$ cat config.mk
export PLATFORM = sky130hd
export DESIGN_NAME = byte_bus_bridge
export DESIGN_NICKNAME = d
export VERILOG_FILES = /design/src/include/byte_bridge_pkg.sv /design/src/rtl/byte_bus_bridge.sv /design/src/rtl/resp_buffer.sv /design/src/rtl/bus_clock_gen.sv
export SDC_FILE = /design/constraint.sdc
export NUM_CORES = 1
export LEC_CHECK = 0
export BUFFER_PORTS_ARGS = -buffer_cell sky130_fd_sc_hd__buf_2
export CORE_MARGIN = 3
export CORE_UTILIZATION = 25
export DETAILED_ROUTE_END_ITERATION = 6
export GPL_TIMING_DRIVEN = 0
export SLEW_MARGIN = 20
export SYNTH_ARGS = -nofsm -noshare
export SYNTH_HDL_FRONTEND = slang
export SYNTH_SLANG_ARGS = --single-unit
$ cat constraint.sdc
create_clock -name aclk -period 6.4 [get_ports aclk]
set_clock_uncertainty 0.1 [all_clocks]
set_input_delay 1.28 -clock aclk [delete_from_list [all_inputs] [get_ports aclk]]
set_output_delay 1.28 -clock aclk [all_outputs]
set_load 0.05 [all_outputs]
$ cat src/include/byte_bridge_pkg.sv
// How it works
// - every transfer offered on the request port is taken, one at a time; req_ready stays low until its answer is queued.
// - a read answers {bus byte, 24-bit bus address}.
// - a write drives only data bits 31:24 onto the byte bus; the low 24 bits are dropped.
// - the byte-bus address is the word offset above the base, i.e. request address bits 25:2.
// - a 3-bit code inserts exactly 0 to 7 wait states into every byte cycle.
// - byte cycles never run back to back; the bus is released for at least two cycles between them; wait states are added inside each byte cycle.
// - on reads, strobe stays low together with read enable for 1 + wait-state cycles; read enable is already low in setup.
// - on writes, write enable and strobe go low only after the wait states.
// - outside a byte cycle every output enable but bus_clk_oe is low and the byte bus is released.
// - each byte moves as one whole request word; the initiator counts four per byte.
// - control register: base 31:26, wait states 10:8, enable 7, divider 4:0 (reset 0x1f).
// - with internal clocking strapped, bus clock period is divider + 1 clocks; divider 0 stops it.
// - byte-enable lines carry 0110 (read) or 0111 (write) in setup; lines 0,1,2 are rd, wr, strobe.
// - global chip select is low while a byte cycle is active.
package byte_bridge_pkg;
	// ----------------------------------------------------------------
	// register map
	// ----------------------------------------------------------------
	localparam logic [7:0]  CTRL_OFFSET   = 8'h00;
	localparam logic [7:0]  STATUS_OFFSET = 8'h04;
	localparam int          BASE_MSB      = 31;
	localparam int          BASE_LSB      = 26;
	localparam int          WAIT_MSB      = 10;
	localparam int          WAIT_LSB      = 8;
	localparam int          ENABLE_BIT    = 7;
	localparam int          DIV_MSB       = 4;
	localparam int          DIV_LSB       = 0;
	localparam logic [5:0]  BASE_RESET    = 6'h00;
	localparam logic [2:0]  WAIT_RESET    = 3'h0;
	localparam logic        ENABLE_RESET  = 1'b0;
	localparam logic [4:0]  DIV_RESET     = 5'h1f;
	localparam logic [1:0]  RESP_OKAY     = 2'h0;
	localparam logic [1:0]  RESP_SLVERR   = 2'h2;

	// ----------------------------------------------------------------
	// byte-enable patterns and data layout
	// ----------------------------------------------------------------
	localparam logic [3:0]  READ_PATTERN  = 4'h6;
	localparam logic [3:0]  WRITE_PATTERN = 4'h7;
	localparam logic [3:0]  LINES_IDLE    = 4'hf;
	localparam int          ADDR_W        = 24;
	localparam int          BYTE_MSB      = 31;
	localparam int          BYTE_LSB      = 24;

	typedef struct packed {
		logic        write;
		logic [31:0] addr;
		logic [31:0] wdata;
	} req_s;

	typedef struct packed {
		logic        err;
		logic [31:0] data;
	} resp_s;

	// bit 3 unused, 2 strobe, 1 write enable, 0 read enable; all active low
	typedef struct packed {
		logic spare_n;
		logic byte_strobe_n;
		logic byte_write_enable_n;
		logic byte_read_enable_n;
	} cmd_lines_s;
endpackage

$ cat src/rtl/byte_bus_bridge.sv
// The register offsets and register access over AXI4-Lite are this design's own decisions.
`timescale 1ns/1ps
module byte_bus_bridge (
	input  wire logic                       aclk,
	input  wire logic                       aresetn,
	// register bus
	input  wire logic [7:0]                 s_axi_awaddr,
	input  wire logic                       s_axi_awvalid,
	output logic                            s_axi_awready,
	input  wire logic [31:0]                s_axi_wdata,
	input  wire logic [3:0]                 s_axi_wstrb,
	input  wire logic                       s_axi_wvalid,
	output logic                            s_axi_wready,
	output logic [1:0]                      s_axi_bresp,
	output logic                            s_axi_bvalid,
	input  wire logic                       s_axi_bready,
	input  wire logic [7:0]                 s_axi_araddr,
	input  wire logic                       s_axi_arvalid,
	output logic                            s_axi_arready,
	output logic [31:0]                     s_axi_rdata,
	output logic [1:0]                      s_axi_rresp,
	output logic                            s_axi_rvalid,
	input  wire logic                       s_axi_rready,
	// transfers from the chip side
	input  wire logic                       req_valid,
	output logic                            req_ready,
	input  wire byte_bridge_pkg::req_s      req,
	output logic                            resp_valid,
	input  wire logic                       resp_ready,
	output byte_bridge_pkg::resp_s          resp,
	// byte bus pins
	input  wire logic                       boot_internal_clock,
	output logic                            bus_clk_out,
	output logic                            bus_clk_oe,
	output logic [23:0]                     byte_addr_out,
	output logic                            byte_addr_oe,
	input  wire logic [7:0]                 byte_data_in,
	output logic [7:0]                      byte_data_out,
	output logic                            byte_data_oe,
	output byte_bridge_pkg::cmd_lines_s     cmd_lines_out,
	output logic                            cmd_lines_oe,
	output logic                            global_chip_select_n,
	output logic                            global_chip_select_oe
);
	typedef enum logic [2:0] {S_IDLE, S_SETUP, S_WAIT, S_STROBE, S_HOLD, S_RESP} state_e;

	// ----------------------------------------------------------------
	// control register
	// ----------------------------------------------------------------
	logic [5:0] base_ff;
	logic [2:0] wait_ff;
	logic       enable_ff;
	logic [4:0] div_ff;
	logic       int_clk_ff;

	// ----------------------------------------------------------------
	// register bus slave
	// ----------------------------------------------------------------
	logic        awready_ff, wready_ff, bvalid_ff, arready_ff, rvalid_ff;
	logic [1:0]  bresp_ff, rresp_ff;
	logic [31:0] rdata_ff;
	logic [7:0]  awaddr_ff;
	logic [31:0] wdata_ff;
	logic [3:0]  wstrb_ff;
	logic        aw_have_ff, w_have_ff;

	wire aw_take  = s_axi_awvalid & awready_ff;
	wire w_take   = s_axi_wvalid & wready_ff;
	wire aw_now   = aw_have_ff | aw_take;
	wire w_now    = w_have_ff | w_take;
	wire [7:0]  wr_addr = aw_take ? s_axi_awaddr : awaddr_ff;
	wire [31:0] wr_data = w_take ? s_axi_wdata : wdata_ff;
	wire [3:0]  wr_strb = w_take ? s_axi_wstrb : wstrb_ff;
	wire do_write = aw_now & w_now & ~bvalid_ff;
	wire wr_ctrl  = do_write & (wr_addr == byte_bridge_pkg::CTRL_OFFSET);
	wire wr_known = (wr_addr == byte_bridge_pkg::CTRL_OFFSET) |
	                (wr_addr == byte_bridge_pkg::STATUS_OFFSET);
	wire ar_take  = s_axi_arvalid & arready_ff;

	state_e     state_ff, nxt_state;
	logic [7:0] last_byte_ff;

	wire [31:0] ctrl_word = {base_ff, 15'h0000, wait_ff, enable_ff, 2'h0, div_ff};
	wire [31:0] status_word = {16'h0000, last_byte_ff, 5'h00,
	                           int_clk_ff, enable_ff, (state_ff != S_IDLE)};
	wire [31:0] rd_mux = (s_axi_araddr == byte_bridge_pkg::CTRL_OFFSET)   ? ctrl_word :
	                     (s_axi_araddr == byte_bridge_pkg::STATUS_OFFSET) ? status_word :
	                     32'h0000_0000;
	wire rd_known = (s_axi_araddr == byte_bridge_pkg::CTRL_OFFSET) |
	                (s_axi_araddr == byte_bridge_pkg::STATUS_OFFSET);

	always_ff @(posedge aclk) begin
		if (!aresetn) begin
			awready_ff <= 1'b1;
			wready_ff  <= 1'b1;
			aw_have_ff <= 1'b0;
			w_have_ff  <= 1'b0;
			bvalid_ff  <= 1'b0;
			bresp_ff   <= byte_bridge_pkg::RESP_OKAY;
			awaddr_ff  <= 8'h00;
			wdata_ff   <= 32'h0000_0000;
			wstrb_ff   <= 4'h0;
		end else begin
			if (aw_take) begin
				awaddr_ff  <= s_axi_awaddr;
				awready_ff <= 1'b0;
				aw_have_ff <= 1'b1;
			end
			if (w_take) begin
				wdata_ff  <= s_axi_wdata;
				wstrb_ff  <= s_axi_wstrb;
				wready_ff <= 1'b0;
				w_have_ff <= 1'b1;
			end
			if (do_write) begin
				bvalid_ff  <= 1'b1;
				bresp_ff   <= wr_known ? byte_bridge_pkg::RESP_OKAY : byte_bridge_pkg::RESP_SLVERR;
				aw_have_ff <= 1'b0;
				w_have_ff  <= 1'b0;
			end
			if (bvalid_ff & s_axi_bready) begin
				bvalid_ff  <= 1'b0;
				awready_ff <= 1'b1;
				wready_ff  <= 1'b1;
			end
		end
	end

	always_ff @(posedge aclk) begin
		if (!aresetn) begin
			arready_ff <= 1'b1;
			rvalid_ff  <= 1'b0;
			rdata_ff   <= 32'h0000_0000;
			rresp_ff   <= byte_bridge_pkg::RESP_OKAY;
		end else if (ar_take) begin
			arready_ff <= 1'b0;
			rvalid_ff  <= 1'b1;
			rdata_ff   <= rd_mux;
			rresp_ff   <= rd_known ? byte_bridge_pkg::RESP_OKAY : byte_bridge_pkg::RESP_SLVERR;
		end else if (rvalid_ff & s_axi_rready) begin
			rvalid_ff  <= 1'b0;
			arready_ff <= 1'b1;
		end
	end

	// strap is caught by the clocked reset branch, never asynchronously
	always_ff @(posedge aclk) begin
		if (!aresetn) begin
			base_ff    <= byte_bridge_pkg::BASE_RESET;
			wait_ff    <= byte_bridge_pkg::WAIT_RESET;
			enable_ff  <= byte_bridge_pkg::ENABLE_RESET;
			div_ff     <= byte_bridge_pkg::DIV_RESET;
			int_clk_ff <= boot_internal_clock;
		end else if (wr_ctrl) begin
			if (wr_strb[3])
				base_ff <= wr_data[byte_bridge_pkg::BASE_MSB:byte_bridge_pkg::BASE_LSB];
			if (wr_strb[1])
				wait_ff <= wr_data[byte_bridge_pkg::WAIT_MSB:byte_bridge_pkg::WAIT_LSB];
			if (wr_strb[0]) begin
				enable_ff <= wr_data[byte_bridge_pkg::ENABLE_BIT];
				div_ff    <= wr_data[byte_bridge_pkg::DIV_MSB:byte_bridge_pkg::DIV_LSB];
			end
		end
	end

	// ----------------------------------------------------------------
	// byte cycle sequencer
	// ----------------------------------------------------------------
	byte_bridge_pkg::req_s  cur_ff;
	byte_bridge_pkg::resp_s result_ff;
	logic [2:0] ws_cnt_ff;
	logic       req_ready_ff;
	logic       buf_in_ready;

	wire take    = req_valid & req_ready_ff;
	wire hit     = enable_ff & (req.addr[byte_bridge_pkg::BASE_MSB:byte_bridge_pkg::BASE_LSB] == base_ff);
	wire ws_zero = (ws_cnt_ff == 3'h0);
	wire [23:0] cur_baddr = cur_ff.addr[25:2];

	always_comb begin
		nxt_state = state_ff;
		case (state_ff)
			S_IDLE:   if (take) nxt_state = hit ? S_SETUP : S_RESP;
			S_SETUP:  nxt_state = (cur_ff.write && wait_ff != 3'h0) ? S_WAIT : S_STROBE;
			S_WAIT:   if (ws_zero) nxt_state = S_STROBE;
			S_STROBE: if (cur_ff.write) nxt_state = S_HOLD;
			          else if (ws_zero) nxt_state = S_RESP;
			S_HOLD:   nxt_state = S_RESP;
			S_RESP:   if (buf_in_ready) nxt_state = S_IDLE;
			default:  nxt_state = S_IDLE;
		endcase
	end

	// pins follow the next state so every pin is a flop output
	wire active    = (nxt_state == S_SETUP) | (nxt_state == S_WAIT) |
	                 (nxt_state == S_STROBE) | (nxt_state == S_HOLD);
	wire strobe    = (nxt_state == S_STROBE);
	wire nxt_write = (state_ff == S_IDLE) ? req.write : cur_ff.write;
	wire [3:0] nxt_lines = (nxt_state == S_SETUP) ?
	                       (nxt_write ? byte_bridge_pkg::WRITE_PATTERN :
	                                    byte_bridge_pkg::READ_PATTERN) :
	                       strobe ? {2'b10, ~nxt_write, nxt_write} :
	                       byte_bridge_pkg::LINES_IDLE;
	wire [31:0] nxt_addr = (state_ff == S_IDLE) ? req.addr : cur_ff.addr;
	wire [31:0] nxt_wdat = (state_ff == S_IDLE) ? req.wdata : cur_ff.wdata;

	logic [23:0] addr_out_ff;
	logic [7:0]  data_out_ff;
	logic        addr_oe_ff, data_oe_ff, lines_oe_ff, cs_n_ff, cs_oe_ff;
	logic [3:0]  lines_ff;

	always_ff @(posedge aclk) begin
		if (!aresetn) begin
			state_ff     <= S_IDLE;
			cur_ff       <= '0;
			result_ff    <= '0;
			ws_cnt_ff    <= 3'h0;
			req_ready_ff <= 1'b1;
			last_byte_ff <= 8'h00;
		end else begin
			state_ff <= nxt_state;
			if (take) begin
				cur_ff       <= req;
				req_ready_ff <= 1'b0;
				result_ff    <= '{err: ~hit, data: 32'h0000_0000};
			end
			if (state_ff == S_SETUP)
				ws_cnt_ff <= cur_ff.write ? wait_ff - 3'h1 : wait_ff;
			else if (!ws_zero)
				ws_cnt_ff <= ws_cnt_ff - 3'h1;
			if (state_ff == S_STROBE && !cur_ff.write && ws_zero) begin
				result_ff.data <= {byte_data_in, cur_baddr};
				last_byte_ff   <= byte_data_in;
			end
			if (state_ff == S_RESP && buf_in_ready)
				req_ready_ff <= 1'b1;
		end
	end

	always_ff @(posedge aclk) begin
		if (!aresetn) begin
			addr_out_ff <= 24'h000000;
			addr_oe_ff  <= 1'b0;
			data_out_ff <= 8'h00;
			data_oe_ff  <= 1'b0;
			lines_ff    <= byte_bridge_pkg::LINES_IDLE;
			lines_oe_ff <= 1'b0;
			cs_n_ff     <= 1'b1;
			cs_oe_ff    <= 1'b0;
		end else begin
			addr_out_ff <= nxt_addr[25:2];
			addr_oe_ff  <= active;
			data_out_ff <= nxt_wdat[byte_bridge_pkg::BYTE_MSB:byte_bridge_pkg::BYTE_LSB];
			data_oe_ff  <= active & nxt_write;
			lines_ff    <= nxt_lines;
			lines_oe_ff <= active;
			cs_n_ff     <= ~active;
			cs_oe_ff    <= active;
		end
	end

	// ----------------------------------------------------------------
	// answer path and bus clock
	// ----------------------------------------------------------------
	// two entries so a stalled receiver never loses a finished byte
	resp_buffer #(
		.WIDTH (33),
		.DEPTH (2)
	) u_resp_buffer (
		.aclk      (aclk),
		.aresetn   (aresetn),
		.in_valid  (state_ff == S_RESP),
		.in_ready  (buf_in_ready),
		.in_data   (result_ff),
		.out_valid (resp_valid),
		.out_ready (resp_ready),
		.out_data  (resp)
	);

	bus_clock_gen u_bus_clock_gen (
		.aclk          (aclk),
		.aresetn       (aresetn),
		.run           (int_clk_ff),
		.divider       (div_ff),
		.bus_clk_ff    (bus_clk_out),
		.bus_clk_oe_ff (bus_clk_oe)
	);

	assign s_axi_awready         = awready_ff;
	assign s_axi_wready          = wready_ff;
	assign s_axi_bvalid          = bvalid_ff;
	assign s_axi_bresp           = bresp_ff;
	assign s_axi_arready         = arready_ff;
	assign s_axi_rvalid          = rvalid_ff;
	assign s_axi_rdata           = rdata_ff;
	assign s_axi_rresp           = rresp_ff;
	assign req_ready             = req_ready_ff;
	assign byte_addr_out         = addr_out_ff;
	assign byte_addr_oe          = addr_oe_ff;
	assign byte_data_out         = data_out_ff;
	assign byte_data_oe          = data_oe_ff;
	assign cmd_lines_out         = lines_ff;
	assign cmd_lines_oe          = lines_oe_ff;
	assign global_chip_select_n  = cs_n_ff;
	assign global_chip_select_oe = cs_oe_ff;
endmodule

$ cat src/rtl/resp_buffer.sv
`timescale 1ns/1ps
module resp_buffer #(
	parameter int WIDTH = 33,
	parameter int DEPTH = 2
) (
	input  wire logic             aclk,
	input  wire logic             aresetn,
	input  wire logic             in_valid,
	output logic                  in_ready,
	input  wire logic [WIDTH-1:0] in_data,
	output logic                  out_valid,
	input  wire logic             out_ready,
	output logic      [WIDTH-1:0] out_data
);
	localparam int PW = $clog2(DEPTH);

	logic [WIDTH-1:0] mem_ff [DEPTH];
	logic [PW-1:0]    wr_ff;
	logic [PW-1:0]    rd_ff;
	logic [PW:0]      cnt_ff;
	logic             valid_ff;
	logic [WIDTH-1:0] head_ff;

	wire push = in_valid & in_ready;
	wire pop  = out_valid & out_ready;
	wire [PW:0]   nxt_cnt = cnt_ff + (PW+1)'(push) - (PW+1)'(pop);
	wire [PW-1:0] nxt_rd  = !pop ? rd_ff : (rd_ff == PW'(DEPTH-1)) ? '0 : rd_ff + 1'b1;

	assign in_ready  = (cnt_ff != (PW+1)'(DEPTH));
	// head word held in a register; a push into the head slot bypasses the array
	assign out_valid = valid_ff;
	assign out_data  = head_ff;

	always_ff @(posedge aclk) begin
		if (!aresetn) begin
			wr_ff  <= '0;
			rd_ff  <= '0;
			cnt_ff   <= '0;
			valid_ff <= 1'b0;
			head_ff  <= '0;
		end else begin
			if (push) begin
				mem_ff[wr_ff] <= in_data;
				wr_ff         <= (wr_ff == PW'(DEPTH-1)) ? '0 : wr_ff + 1'b1;
			end
			rd_ff    <= nxt_rd;
			cnt_ff   <= nxt_cnt;
			valid_ff <= (nxt_cnt != '0);
			head_ff  <= (push && wr_ff == nxt_rd) ? in_data : mem_ff[nxt_rd];
		end
	end
endmodule

$ cat src/rtl/bus_clock_gen.sv
`timescale 1ns/1ps
module bus_clock_gen (
	input  wire logic       aclk,
	input  wire logic       aresetn,
	input  wire logic       run,
	input  wire logic [4:0] divider,
	output logic            bus_clk_ff,
	output logic            bus_clk_oe_ff
);
	logic [4:0] cnt_ff;

	// high for the first half of divider+1 counts; odd divider gives 50% duty
	wire [4:0] half   = 5'((6'(divider) + 6'h01) >> 1);
	wire       legal  = run & (divider != 5'h00);
	wire       wrap   = (cnt_ff >= divider);

	always_ff @(posedge aclk) begin
		if (!aresetn) begin
			cnt_ff        <= 5'h00;
			bus_clk_ff    <= 1'b0;
			bus_clk_oe_ff <= 1'b0;
		end else begin
			bus_clk_oe_ff <= run;
			if (!legal) begin
				cnt_ff     <= 5'h00;
				bus_clk_ff <= 1'b0;
			end else begin
				cnt_ff     <= wrap ? 5'h00 : cnt_ff + 5'h01;
				bus_clk_ff <= wrap | (cnt_ff + 5'h01 < half);
			end
		end
	end
endmodule

==> metrics.txt <==
outcome=completed; Distinct cells, synth=between 50 and 60; highest routing layer actually used=met5; Crit. path cell count=6; Hold Path Cell Cnt=2; Crit path max-delay family=buffers and inverters; slowest cell on the critical path=clkbuf_1; VDD IR max=276 µV; Psw=slightly below 2 mW; M1 WL=14300 µm; CTS max path bufs=3; crit path time final=~3.1 ns; FF-to-FF End=last_byte_ff[4]; Via density=about 4.3; crit path DAT=around 3.3 ns; synthesis warning total=0; I/O pin count=between 200 and 300; cts repair resizes=0; CP startpoint=aresetn; clock sink count=302; Max-Cap Viols=0; IO Port Bufs=195; Final #Nets=1507; Rel. slew slack=42.1%; CTS H-tree depth=2; CP peak stage delay=about 0.6 ns; Clk network pwr share=a little over a third; WP buf/inv=5; Crit path top cell by count=clkbuf_1; CTS tree=done; die width=around 220 µm; Top FF cell, synth=dfxtp_1; vias in the first global route=8412; average routed wire per standard cell=16.1 µm; Comb power frac=between 20 and 30%; total negative slack=0 ns; Post-synth EDFFs=67; crit path kind=primary input to flop; FF-to-FF path depth=8; pwr/cell area=399 mW/mm²; Synth area leaders=dfxtp_1 42%, edfxtp_1 18%, nand2_1 7.6%; P_int=approximately 3.8 mW; largest net degree at the start of global routing=31; Initial Utilization=around a quarter; hold_buf cts=0; DRC=0; reg2reg setup slack=between 3 and 4 ns; site row count=77; root buf cell=clkbuf_16; initial drt markers=roughly 340; pre-CTS setup slack=approximately 2.7 ns; initial antenna violation count=4; clock latency on the worst-skew pair=roughly 0.54 ns; Reg clk slew, reported paths=0.06 ns; Avg Inst Size Synth=10.2 µm²; Synth area leader=dfxtp_1; Slew Limit Fails=0; P&R area growth vs syn=26.9%; Num CTS Buffers=35; Worst setup SP type=primary input; Routed WL=about 32000 µm; hold_ws=between 0.3 and 0.4 ns; Pre-Repair DR Iteration Count=5; total track usage=13.1%; floorplan die height=approximately 220 µm; Setup Viol. Count Final=0; ys async rst share=0%; Setup crit end=byte_addr_out[23]; Worst Max-Slew Pin Slew=around 0.87 ns; RePlAce Congestion=just over 0.8; fraction of layout cells with a size suffix above 1=between 20% and 30%; unrepaired setup endpoints after global routing=no; Seq cells post-synth=302; global-route wire length before repair=around 48000 µm; DR vias=~8600; DIE AREA=between 0.04 and 0.05 mm²; Final Hold Vio Count=0; met2 WL=between 10000 and 15000 µm; post-synthesis cell count=between 1000 and 1500; met3 WL=around 1700 µm; WP data required=between 6 and 7 ns; FF-to-FF Start=ws_cnt_ff[0]; DP Wirelength=~24000 µm; total congestion overflow=0; sequential-to-total area share from yosys stat=~60%; area share of the largest cell type after synthesis=41.7%; CP Cell Sequence=buf_2 > inv_1 > clkbuf_1 > clkbuf_1 > clkbuf_1 > a21oi_1; endpoint type of the worst setup path=flop; Peak Freq=roughly 0.33 GHz; DRT antenna net count=0; switching part of the total=33.9%; Setup WS post-layout=about 3.3 ns; leakage=between 5 and 6 nW; Post-CTS Setup Bufs=0; core area=0.0444 mm²; maximum fanout along the worst path=10; Seq pwr share=between 30% and 40%; mapped cell area=0.0113 mm²; final worst path period share=~48%; Hold Path Class=flop to flop
cell usage after synthesis, types with 15 or more instances:
cell and number:
and2_1 15, a22o_1 33, inv_1 22, a21oi_1 136, nor2_1 63, edfxtp_1 67, nand2_1 227, nand3_1 30
clkbuf_1 47, buf_4 17, dfxtp_1 235, mux2i_1 19, mux2_2 39, ha_1 18
cell type report:
class                   instances  area [µm²]
clock buffers                  44         940
clock inverters                20         273
repair buffers                197        1020
diodes                          3        7.51
inverters                      23        86.3
fillers                      4534       30100
multi-input cells             710        4130
well taps                     592         741
plain buffers                  85         408
flip-flops and latches        302        6720
tightest hold or removal path, cell delays in order (launching register included):
cell,delay (ns)
dfxtp_1,0.31
nand2_1,0.05
a21oi_1,0.05
sequential cells by signal (all words and copies together), names as in the netlist, 2 cells and up:
register                cells
wstrb_ff                    3
ws_cnt_ff                   3
base_ff                     6
result_ff                  33
u_bus_clock_gen.cnt_ff      5
awaddr_ff                   8
cmd_lines_out               4
u_resp_buffer.mem_ff       66
state_ff                    3
byte_addr_out              24
div_ff                      5
wdata_ff                   15
s_axi_rdata                20
cur_baddr                  24
last_byte_ff                8
byte_data_out               8
u_resp_buffer.cnt_ff        2
cur_ff                      9
wait_ff                     3
u_resp_buffer.out_data     33
placed cells by master, fill, tap and decap left out, types with 5 or more instances in the layout:
cell type	instances
ha_1	18
clkbuf_16	35
a222oi_1	6
and2_1	15
nand2_1	227
inv_1	22
bufinv_16	5
buf_2	209
dfxtp_1	235
a22oi_1	5
edfxtp_1	67
nor2_1	62
a31oi_1	7
a21oi_1	136
buf_4	17
conb_1	14
nor3_1	13
mux2_2	39
o21ai_0	6
xor2_1	6
nand3_1	30
a211oi_1	5
clkbuf_1	53
xnor2_1	13
mux2i_1	19
buf_1	6
a22o_1	33
nand2b_1	7
power groups by stage:
stage	logic [mW]	clock network (mW)	registers [mW]
3_3_place_gp	1.42	0	2.24
5_1_grt	1.55	2.24	2.22
3_5_place_dp	1.44	0	2.24
6_report	1.43	2.09	2.20
2_1_floorplan	0.624	0	2.64
4_1_cts	1.45	2.15	2.20
kinds of logic after synthesis:
logic type                 count (synthesis)  synth area share, %
and+or+nand+nor                          377                 14.3
AOI/OAI and AO/OA                        220                 12.3
adders and majority gates                 18                 2.00
muxes                                     62                 5.98
buffers and inverters                    108                 4.38
DFF                                      302                 59.5
xor gates and xnor gates                  19                 1.48
other                                      1               0.0332
metrics by stage:
step / util (%) / instance area (µm²) / cells / power, mW
CTS: 32.2 / 14300 / 1973 / 5.80
floorplan: - / 11300 / 1120 / 3.27
global placement: 29.4 / 13000 / 1907 / 3.67
finish: 32.2 / 14300 / 1976 / 5.71
global route: 32.2 / 14300 / 1974 / 6.00
detailed placement: 29.5 / 13100 / 1909 / 3.68
worst min-delay path by stage:
| stage | start | endpoint | slack [ns] |
|---|---|---|---|
| floorplan | awaddr_ff[2] | awaddr_ff[2] | 0.33 |
| CTS | s_axi_rdata[29] | s_axi_rdata[29] | 0.36 |
| finish | cur_ff[26] | cur_ff[26] | 0.35 |
| detailed placement | s_axi_rdata[29] | s_axi_rdata[29] | 0.35 |
| global placement | awaddr_ff[2] | awaddr_ff[2] | 0.34 |
| global route | last_byte_ff[5] | last_byte_ff[5] | 0.37 |
per-layer routing:
metal	vias to the layer above	global-route usage, %
li1	4278	-
met1	4045	16.4
met2	188	21.3
met3	58	3.70
met4	6	4.89
met5	-	0
(Power assumes the default switching activity.)
